==> src/core/hbr_defines.vh <==
`ifndef HBR_DEFINES_VH
`define HBR_DEFINES_VH
// queue and deferral limits
`define HBR_IOQ_DEPTH      12
`define HBR_IOQ_CNT_W      4
`define HBR_IOQ_PTR_W      4
`define HBR_IOQ_LAST       4'hB
`define HBR_DEFER_MAX      2'h2
// address and data widths
`define HBR_ADDR_W         32
`define HBR_DATA_W         64
`define HBR_LINE_MASK      32'hFFFFFFC0
`define HBR_GRP_W          16
// request entry layout: {defer, tgt[2:0], addr[31:0]}
`define HBR_ENT_W          36
// host request kinds
`define HBR_KIND_MEM       1'h0
`define HBR_KIND_IO        1'h1
// targets, one-hot except dram, which is all zeros
`define HBR_TGT_W          3
`define HBR_TGT_GFX        3'h1
`define HBR_TGT_CFG        3'h2
`define HBR_TGT_HUB        3'h4
`define HBR_TGT_DRAM       3'h0
// inbound sources
`define HBR_SRC_GFX_AGP    2'h0
`define HBR_SRC_GFX_PCI    2'h1
`define HBR_SRC_HUB        2'h2
// interrupt message window
`define HBR_MSG_BASE       32'hFEE00000
`define HBR_MSG_MASK       32'hFFF00000
// aperture translation table
`define HBR_PAGE_SHIFT     12
`define HBR_GART_AW        6
`define HBR_PAGE_W         20
`endif

==> src/core/hbr_xlate_mem.v <==
`timescale 1ns/1ps
`include "hbr_defines.vh"
// aperture translation table, registered read
module hbr_xlate_mem (
    input  wire                       clock_i,
    input  wire                       wr_en_i,
    input  wire [`HBR_GART_AW-1:0]    wr_idx_i,
    input  wire [`HBR_PAGE_W-1:0]     wr_page_i,
    input  wire [`HBR_GART_AW-1:0]    rd_idx_i,
    output reg  [`HBR_PAGE_W-1:0]     rd_page_o
);
    reg [`HBR_PAGE_W-1:0] mem_r [0:(1<<`HBR_GART_AW)-1];

    // one write and one read port; read data a cycle late
    always @(posedge clock_i) begin
        if (wr_en_i) begin
            mem_r[wr_idx_i] <= wr_page_i;
        end
        rd_page_o <= mem_r[rd_idx_i];
    end
endmodule // hbr_xlate_mem

==> src/core/hbr_inv_code.v <==
`timescale 1ns/1ps
`include "hbr_defines.vh"
// bus inversion coding of one 16-bit group
module hbr_inv_code (
    input  wire [`HBR_GRP_W-1:0] data_i,
    input  wire                  enc_i,
    input  wire                  inv_i,
    output wire [`HBR_GRP_W-1:0] data_o,
    output wire                  inv_o
);
    integer                      k;
    reg     [4:0]                ones;

    // count zeros; invert a group with more than half driven low
    always @* begin
        ones = 5'h0;
        for (k = 0; k < `HBR_GRP_W; k = k + 1) begin
            ones = ones + {4'h0, ~data_i[k]};
        end
    end
    assign inv_o  = enc_i & (ones > 5'h8);
    assign data_o = (enc_i ? inv_o : inv_i) ? ~data_i : data_i;
endmodule // hbr_inv_code

==> src/core/hbr_router.v <==
`timescale 1ns/1ps
`include "hbr_defines.vh"
module hbr_router (
    input  wire                       clock_i,
    input  wire                       rst_n_i,
    input  wire                       bus_clk_i,     // host strobe clock, sampled
    input  wire                       req_valid_i,
    input  wire                       req_kind_i,
    input  wire                       req_defer_i,
    input  wire [`HBR_ADDR_W-1:0]     req_addr_i,
    input  wire                       retire_i,
    input  wire [`HBR_TGT_W-1:0]      defer_done_i,
    input  wire [`HBR_ADDR_W-1:0]     gfx_io_base_i,
    input  wire [`HBR_ADDR_W-1:0]     gfx_io_lim_i,
    input  wire [`HBR_ADDR_W-1:0]     cfg_io_base_i,
    input  wire [`HBR_ADDR_W-1:0]     cfg_io_lim_i,
    input  wire [`HBR_ADDR_W-1:0]     gfx_mem_base_i,
    input  wire [`HBR_ADDR_W-1:0]     gfx_mem_lim_i,
    input  wire [`HBR_ADDR_W-1:0]     aper_base_i,
    input  wire [`HBR_ADDR_W-1:0]     aper_lim_i,
    input  wire                       gart_wr_i,
    input  wire [`HBR_GART_AW-1:0]    gart_idx_i,
    input  wire [`HBR_PAGE_W-1:0]     gart_page_i,
    input  wire                       in_valid_i,
    input  wire [1:0]                 in_src_i,
    input  wire                       in_write_i,
    input  wire [`HBR_ADDR_W-1:0]     in_addr_i,
    input  wire                       mem_req_i,
    input  wire [`HBR_DATA_W-1:0]     hd_data_i,
    input  wire [3:0]                 hd_inv_i,
    input  wire [`HBR_DATA_W-1:0]     tx_data_i,
    output reg                        req_ready_o,
    output reg                        req_retry_o,
    output reg                        route_valid_o,
    output reg  [`HBR_TGT_W-1:0]      route_tgt_o,
    output reg  [`HBR_ADDR_W-1:0]     route_addr_o,
    output reg                        route_defer_o,
    output reg  [`HBR_IOQ_CNT_W-1:0]  ioq_count_o,
    output reg                        out_valid_o,
    output reg  [`HBR_ADDR_W-1:0]     out_addr_o,
    output reg                        out_snoop_o,
    output reg                        out_msg_o,
    output reg  [3:0]                 grant_o,
    output reg  [`HBR_DATA_W-1:0]     rx_data_o,
    output reg  [`HBR_DATA_W-1:0]     hd_data_o,
    output reg  [3:0]                 hd_inv_o,
    output reg                        bus_edge_o
);
    // arbiter states, one-hot
    localparam ST_HOST = 4'h1;
    localparam ST_MEM  = 4'h2;
    localparam ST_GFX  = 4'h4;
    localparam ST_HUB  = 4'h8;

    reg  [`HBR_ENT_W-1:0]     ioq_r [0:`HBR_IOQ_DEPTH-1];
    reg  [`HBR_IOQ_PTR_W-1:0] wr_ptr_r;
    reg  [`HBR_IOQ_PTR_W-1:0] rd_ptr_r;
    reg  [`HBR_IOQ_CNT_W-1:0] cnt_r;
    reg  [`HBR_TGT_W-1:0]     dfr_busy_r;
    reg  [1:0]                dfr_cnt_r;
    reg  [3:0]                state_r;
    reg  [3:0]                state_nxt;
    reg                       clk_s1_r;
    reg                       clk_s2_r;
    reg                       clk_s3_r;
    reg                       in_pend_r;
    reg  [`HBR_ADDR_W-1:0]    in_addr_r;
    reg                       in_snoop_r;
    reg                       in_msg_r;
    reg                       in_aper_r;
    reg  [`HBR_TGT_W-1:0]     tgt;
    reg                       defer_ok;
    wire                      full;
    wire                      take;
    wire                      enq;
    wire                      pop;
    wire [`HBR_IOQ_CNT_W-1:0] cnt_nxt;
    wire [1:0]                grant_nxt_in;
    wire [`HBR_PAGE_W-1:0]    xl_page;
    wire [`HBR_ADDR_W-1:0]    aper_off;
    wire [`HBR_ADDR_W-1:0]    in_line;
    wire                      in_aper;
    wire                      in_is_msg;
    wire [`HBR_DATA_W-1:0]    rx_dec;
    wire [`HBR_DATA_W-1:0]    tx_enc;
    wire [3:0]                tx_inv;

    assign full = (cnt_r == `HBR_IOQ_DEPTH);
    // ready already carries host turn and room; a request held while ready stays high is taken every cycle
    assign take = req_valid_i & req_ready_o & ~full & state_r[0];
    assign pop  = retire_i & (cnt_r != {`HBR_IOQ_CNT_W{1'b0}});
    assign enq  = take & ~(req_defer_i & ~defer_ok);
    assign cnt_nxt = cnt_r + {3'h0, enq} - {3'h0, pop};

    // address decode of the host request
    always @* begin
        tgt = `HBR_TGT_DRAM;
        if (req_kind_i == `HBR_KIND_IO) begin
            if (req_addr_i >= gfx_io_base_i && req_addr_i <= gfx_io_lim_i) begin
                tgt = `HBR_TGT_GFX;
            end else if (req_addr_i >= cfg_io_base_i && req_addr_i <= cfg_io_lim_i) begin
                tgt = `HBR_TGT_CFG;
            end else begin
                tgt = `HBR_TGT_HUB;                           // subtractive
            end
        end else if (req_addr_i >= gfx_mem_base_i && req_addr_i <= gfx_mem_lim_i) begin
            tgt = `HBR_TGT_GFX;
        end
    end

    // dram takes no busy slot but counts as in flight; a busy slot or two in flight means retry
    always @* begin
        defer_ok = (dfr_cnt_r < `HBR_DEFER_MAX) &&
                   ((tgt == `HBR_TGT_DRAM) || ((dfr_busy_r & tgt) == {`HBR_TGT_W{1'b0}}));
    end

    // in-order queue; entries hold full 32-bit addresses
    always @(posedge clock_i) begin
        if (!rst_n_i) begin
            wr_ptr_r <= {`HBR_IOQ_PTR_W{1'b0}};
            rd_ptr_r <= {`HBR_IOQ_PTR_W{1'b0}};
            cnt_r    <= {`HBR_IOQ_CNT_W{1'b0}};
        end else begin
            if (enq) begin
                ioq_r[wr_ptr_r] <= {req_defer_i, tgt, req_addr_i};
                wr_ptr_r <= (wr_ptr_r == `HBR_IOQ_LAST) ? {`HBR_IOQ_PTR_W{1'b0}}
                                                       : wr_ptr_r + 4'h1;
            end
            if (pop) begin
                rd_ptr_r <= (rd_ptr_r == `HBR_IOQ_LAST) ? {`HBR_IOQ_PTR_W{1'b0}}
                                                       : rd_ptr_r + 4'h1;
            end
            cnt_r <= cnt_nxt;
        end
    end

    // deferral tracking; a completion and a new deferral in one cycle both count
    always @(posedge clock_i) begin
        if (!rst_n_i) begin
            dfr_busy_r <= {`HBR_TGT_W{1'b0}};
            dfr_cnt_r  <= 2'h0;
        end else begin
            dfr_busy_r <= (dfr_busy_r & ~defer_done_i) |
                          ((take && req_defer_i && defer_ok) ? tgt : {`HBR_TGT_W{1'b0}});
            dfr_cnt_r  <= dfr_cnt_r
                        + {1'b0, take && req_defer_i && defer_ok}
                        - {1'b0, defer_done_i != {`HBR_TGT_W{1'b0}}};
        end
    end

    // host side outputs; all registered
    always @(posedge clock_i) begin
        if (!rst_n_i) begin
            req_ready_o   <= 1'b0;
            req_retry_o   <= 1'b0;
            route_valid_o <= 1'b0;
            route_tgt_o   <= `HBR_TGT_DRAM;
            route_addr_o  <= {`HBR_ADDR_W{1'b0}};
            route_defer_o <= 1'b0;
            ioq_count_o   <= {`HBR_IOQ_CNT_W{1'b0}};
        end else begin
            // built from next state and count so ready and count never disagree
            req_ready_o   <= state_nxt[0] & (cnt_nxt != `HBR_IOQ_DEPTH);
            req_retry_o   <= take & req_defer_i & ~defer_ok;
            route_valid_o <= pop;
            route_tgt_o   <= ioq_r[rd_ptr_r][34:32];
            route_addr_o  <= ioq_r[rd_ptr_r][31:0];
            route_defer_o <= ioq_r[rd_ptr_r][35];
            ioq_count_o   <= cnt_nxt;
        end
    end

    // fixed rotation across the four initiators; the host keeps its turn while it has a request and the queue has room
    always @* begin
        state_nxt = state_r;
        case (state_r)
            ST_HOST: if (!req_valid_i || full) state_nxt = ST_MEM;
            ST_MEM:  state_nxt = ST_GFX;
            // one grant per inbound turn; a request still held next cycle is not taken again
            ST_GFX:  state_nxt = ST_HUB;
            ST_HUB:  state_nxt = ST_HOST;
            default: state_nxt = ST_HOST;
        endcase
    end

    always @(posedge clock_i) begin
        if (!rst_n_i) begin
            state_r <= ST_HOST;
            grant_o <= 4'h0;
        end else begin
            state_r <= state_nxt;
            grant_o <= {state_r[3] & in_valid_i & (in_src_i == `HBR_SRC_HUB),
                        state_r[2] & in_valid_i & (in_src_i != `HBR_SRC_HUB),
                        state_r[1] & mem_req_i, take};
        end
    end

    // inbound accesses: line-aligned, aperture translated, snooped by semantics
    assign in_line   = in_addr_i & `HBR_LINE_MASK;
    assign in_aper   = (in_addr_i >= aper_base_i) && (in_addr_i <= aper_lim_i);
    assign aper_off  = in_addr_i - aper_base_i;
    assign in_is_msg = in_write_i && ((in_addr_i & `HBR_MSG_MASK) == `HBR_MSG_BASE) &&
                       (in_src_i != `HBR_SRC_GFX_AGP);

    hbr_xlate_mem u_xlate (
        .clock_i   (clock_i),
        .wr_en_i   (gart_wr_i),
        .wr_idx_i  (gart_idx_i),
        .wr_page_i (gart_page_i),
        .rd_idx_i  (aper_off[`HBR_PAGE_SHIFT+`HBR_GART_AW-1:`HBR_PAGE_SHIFT]),
        .rd_page_o (xl_page)
    );

    // stage one captures, stage two uses the table read
    always @(posedge clock_i) begin
        if (!rst_n_i) begin
            in_pend_r   <= 1'b0;
            in_addr_r   <= {`HBR_ADDR_W{1'b0}};
            in_snoop_r  <= 1'b0;
            in_msg_r    <= 1'b0;
            in_aper_r   <= 1'b0;
            out_valid_o <= 1'b0;
            out_addr_o  <= {`HBR_ADDR_W{1'b0}};
            out_snoop_o <= 1'b0;
            out_msg_o   <= 1'b0;
        end else begin
            in_pend_r   <= |grant_nxt_in;
            in_addr_r   <= in_line;
            in_msg_r    <= in_is_msg;
            in_aper_r   <= in_aper & ~in_is_msg;
            in_snoop_r  <= ~in_is_msg & (in_src_i != `HBR_SRC_GFX_AGP);
            out_valid_o <= in_pend_r;
            out_addr_o  <= in_aper_r ? {xl_page, in_addr_r[`HBR_PAGE_SHIFT-1:0]}
                                     : in_addr_r;
            out_snoop_o <= in_pend_r & in_snoop_r;
            out_msg_o   <= in_pend_r & in_msg_r;
        end
    end

    // inbound grants of this cycle, shared with the capture stage
    assign grant_nxt_in = {state_r[3] & in_valid_i & (in_src_i == `HBR_SRC_HUB),
                           state_r[2] & in_valid_i & (in_src_i != `HBR_SRC_HUB)};

    // data path: four 16-bit groups per transfer, no parity anywhere
    genvar g;
    generate
        for (g = 0; g < 4; g = g + 1) begin : grp
            hbr_inv_code u_dec (
                .data_i (hd_data_i[g*`HBR_GRP_W +: `HBR_GRP_W]),
                .enc_i  (1'b0),
                .inv_i  (hd_inv_i[g]),
                .data_o (rx_dec[g*`HBR_GRP_W +: `HBR_GRP_W]),
                .inv_o  ()
            );
            hbr_inv_code u_enc (
                .data_i (tx_data_i[g*`HBR_GRP_W +: `HBR_GRP_W]),
                .enc_i  (1'b1),
                .inv_i  (1'b0),
                .data_o (tx_enc[g*`HBR_GRP_W +: `HBR_GRP_W]),
                .inv_o  (tx_inv[g])
            );
        end
    endgenerate

    // registered data; the bus strobe is resampled twice before its edge is used
    always @(posedge clock_i) begin
        if (!rst_n_i) begin
            rx_data_o  <= {`HBR_DATA_W{1'b0}};
            hd_data_o  <= {`HBR_DATA_W{1'b0}};
            hd_inv_o   <= 4'h0;
            clk_s1_r   <= 1'b0;
            clk_s2_r   <= 1'b0;
            clk_s3_r   <= 1'b0;
            bus_edge_o <= 1'b0;
        end else begin
            rx_data_o  <= rx_dec;
            hd_data_o  <= tx_enc;
            hd_inv_o   <= tx_inv;
            clk_s1_r   <= bus_clk_i;
            clk_s2_r   <= clk_s1_r;
            clk_s3_r   <= clk_s2_r;
            bus_edge_o <= clk_s2_r & ~clk_s3_r;
        end
    end
endmodule // hbr_router

==> config.mk <==
export PLATFORM = sky130hd
export DESIGN_NAME = hbr_router
export DESIGN_NICKNAME = d
export VERILOG_FILES = /design/src/core/hbr_xlate_mem.v /design/src/core/hbr_inv_code.v /design/src/core/hbr_router.v
export VERILOG_INCLUDE_DIRS = /design/src /design/src/core
export SDC_FILE = /design/constraint.sdc
export NUM_CORES = 2
export LEC_CHECK = 0
export ABC_AREA = 0
export BUFFER_PORTS_ARGS = -buffer_cell sky130_fd_sc_hd__buf_2
export CORE_MARGIN = 8
export CORE_UTILIZATION = 55
export DETAILED_ROUTE_END_ITERATION = 8
export PLACE_DENSITY_LB_ADDON = 0.2
export SYNTH_ARGS = -nofsm -noshare
export SYNTH_HDL_FRONTEND = slang
export SYNTH_SLANG_ARGS = --single-unit
export TNS_END_PERCENT = 50
==> constraint.sdc <==
create_clock -name clock_i -period 10.7 [get_ports clock_i]
set_clock_uncertainty 0.2 [all_clocks]
set_input_delay 2.14 -clock clock_i [delete_from_list [all_inputs] [get_ports clock_i]]
set_output_delay 2.14 -clock clock_i [all_outputs]
set_load 0.005 [all_outputs]
==> impl_results.md <==
- Post-synthesis sequential area ratio: 67.01%
- GP Congestion: 0.9374
- Routed length on met2: 118.9 mm
- CTS resizes: 0
- Global-route wire length before repair: between 300 and 400 mm
- Worst Path Required: 11.18 ns
- Crit path DAT: 7.08 ns
- Gr usage total: 30.01%
- Crit Path Category: input pin to flop
- F_max: 151.4 MHz
- Measured slew at the worst slew-check pin: 1.279 ns
- Layout cell share with drive strength beyond 1: 18.48%
- Simple-gate share of the synthesized area: between 10 and 15%
- Mapped Cells: 6479
- Post-route minimum period: 6.606 ns
- Initial antenna violation count: 39
- Drt pass-1 iters: 8
- Drt initial violations: ~7300
- TritonCTS clock tree: built
- Filler instances: 11540
- Clk Latency, worst-skew pair: 0.81 ns
- Vias in the first global route: 54880
- Starting Density: a little under three fifths
- Commonest non-fill, non-tap cell in the layout: edfxtp_1
- Slew Limit Fails: 0
- Area grow syn2layout: 14.64%
- Synthesized flop and latch total: roughly 2000
- Setup TNS: 0 ns
- Buffers on Ports: 702
- Core area: 153900 µm²
- Yosys top cell by area: edfxtp_1
- Worst VDD drop: between 0.15 and 0.2 mV
- CTS Buf Count: 194
- Final wirelength: around 260 mm
- Relative slew slack: 14.62%
- Mean routed wirelength per cell: 27.62 µm
- Post-Synth Adder-Cell Area: roughly 5.2%
- Nets: 7995
- Synth top area cells: edfxtp_1 60%, dfxtp_1 6.6%, nand2_1 5.1%
- Routed via count: 56880
- Leakage power figure: 36.97 nW
- CP endpoint kind: flop
- Register area: roughly 57000 µm²
- # setup viols final: 0
- Xor/xnor cell area share of the yosys netlist: about 1.4%
- HPWL after DPL: roughly 170 mm
- Clock slew at reported path FFs: 0.06 ns
- TritonCTS Sinks: 1991
- Die ar.: 167500 µm²
- Row Count: 144
- Met3 routed WL: 26.54 mm
- Mux cell area share after synthesis: 4.060%
- Leading cell types in the layout, fill and taps excluded: 1712 x edfxtp_1, 1145 x nand2_1, 701 x buf_2, 454 x nand3_1, 334 x inv_1
- Pwr dens: approximately 200 nW/µm²
- Startpoint types: input pin
- Synth Area in Compound Gates: under 10%
- DRC Markers: 2
- Root Driver: clkbuf_16
- Fraction of registers with async set/reset: 0%
- Crit Path Max Fanout: 13
- Final ANT Viol Nets: 0
- Clk buf depth: 3
- Hold Crit Class: flop to flop
- Failing checks: design-rule violations
- Wire length on met1: roughly 110 mm
- Post-CTS setup buffers: 0
- Mean post-synth cell area: 13.13 µm²
- Vias per cell: between 6 and 7
- RSZ-0062 raised after global routing: no
- I/O pins: a little over 700
- Die height: 409.2 µm
- Period utilisation layout: 61.74%
- H-tree depth: 4
- Final hold viol count: 0
- Largest net degree at the start of global routing: between 150 and 200
- Synth Cell Area: 85050 µm²
- Main synth FF type: edfxtp_1
- Synth cell types: 84
- Top sig layer: met5
- Total grt overflow: 0
- Chip width: 409.2 µm
- Hold_buf cts: 0
- Hold slack: 0.2087 ns
- Post-synth EDFFs: 1712
- Synth warn: 0
- Largest family of logic cells by synthesized area: simple AND/OR/NAND/NOR gates
- Status: complete, but fails checks
- Max cap viols: 0
- Area of the multi-input gates: 25550 µm²
- Share of the synthesized area in the top cell type: roughly three fifths
logic make-up after synthesis:
logic type	Yosys count
other	1
adders and majority gates	330
DFF	1991
muxes	210
and+or+nand+nor	2400
xor gates and xnor gates	135
buffers and inverters	690
AOI/OAI and AO/OA	722
layout make-up:
cell class	count	area share, %
Antenna cell	18	0.04620
Clock inverter	95	1.006
Sequential cell	1991	58.47
Tap cell	2044	2.623
Timing Repair Buffer	844	4.819
Inverter	337	1.297
Clock buffer	267	5.532
Multi-Input combinational cell	3803	26.21
worst max-delay path, stage by stage:
cell and delay [ns]:
buf_2 0.24, inv_1 0.22, ha_1 0.26, nor3b_1 0.14
o21ai_0 0.14, nor4b_1 0.86, o41ai_1 0.20, buf_4 0.18
a211oi_2 0.49, nand3_1 0.17, o221ai_2 0.35, nor2_1 0.12
inv_2 0.13, ha_1 0.24, inv_1 0.06, ha_1 0.16
inv_1 0.06, fa_1 0.38, xnor2_1 0.18, nand3b_1 0.09
o221a_2 0.26
routing by layer:
layer | up-vias | track usage, %
met1 | 28250 | 42.50
met3 | 435 | 6.903
met5 | - | 0
met4 | 10 | 9.038
met2 | 3083 | 46.75
li1 | 25100 | -
state kept, by name, summed over array words and instances (netlist names), 4 cells and up:
name / count
state_r: 4
u_xlate.mem_r: 1280
in_addr_r: 26
rd_ptr_r: 4
grant_o: 4
rx_data_o: 64
ioq_r: 432
wr_ptr_r: 4
hd_data_o: 64
route_addr_o: 32
ioq_count_o: 4
hd_inv_o: 4
out_addr_o: 26
u_xlate.rd_page_o: 20
path summary, 6_finish.rpt:
path	start	end	slack, ns	depth (start not counted)
setup / recovery	req_addr_i[0]	req_ready_o	4.09	21
hold / removal	clk_s3_r	bus_edge_o	0.21	1
setup reg to reg	ioq_count_o[1]	req_ready_o	7.35	13
hold reg to reg	clk_s3_r	bus_edge_o	0.21	1
per-stage QoR:
step / total power (W) / instance area, µm² / utilization [%] / setup slack, ns / cells
finish: 0.01962 / 97500 / 63.36 / 4.094 / 9399
global route: 0.02031 / 97470 / 63.35 / 3.739 / 9390
CTS: 0.01965 / 97450 / 63.34 / 4.124 / 9381
detailed placement: 0.01289 / 91080 / 59.19 / 3.290 / 9019
global placement: 0.01282 / 91060 / 59.18 / 2.987 / 9018
floorplan: 0.01138 / 85070 / - / 3.626 / 6484
cell usage after synthesis (47+ instances only):
library cell	count
edfxtp_1	1712
nand2_1	1146
nand3_1	454
inv_1	334
ha_1	289
dfxtp_1	279
and2_1	228
a21oi_1	211
clkbuf_1	170
and3_1	121
nand4_1	118
nor2_1	118
buf_2	116
mux4_2	108
o21ai_0	105
mux2i_1	102
a211oi_1	84
a31oi_1	70
xnor2_1	68
xor2_1	66
buf_1	54
nor2b_1	54
a21o_1	52
a2111oi_0	49
nor4_1	47
power breakdown:
group / total, W / switching [W] / internal (W)
Clock: 0.00683 / 0.00289 / 0.00394
Combinational: 0.00387 / 0.00241 / 0.00146
Sequential: 0.00892 / 0.000223 / 0.00870
Total: 0.0196 / 0.00552 / 0.0141
(Power assumes the default switching activity.)
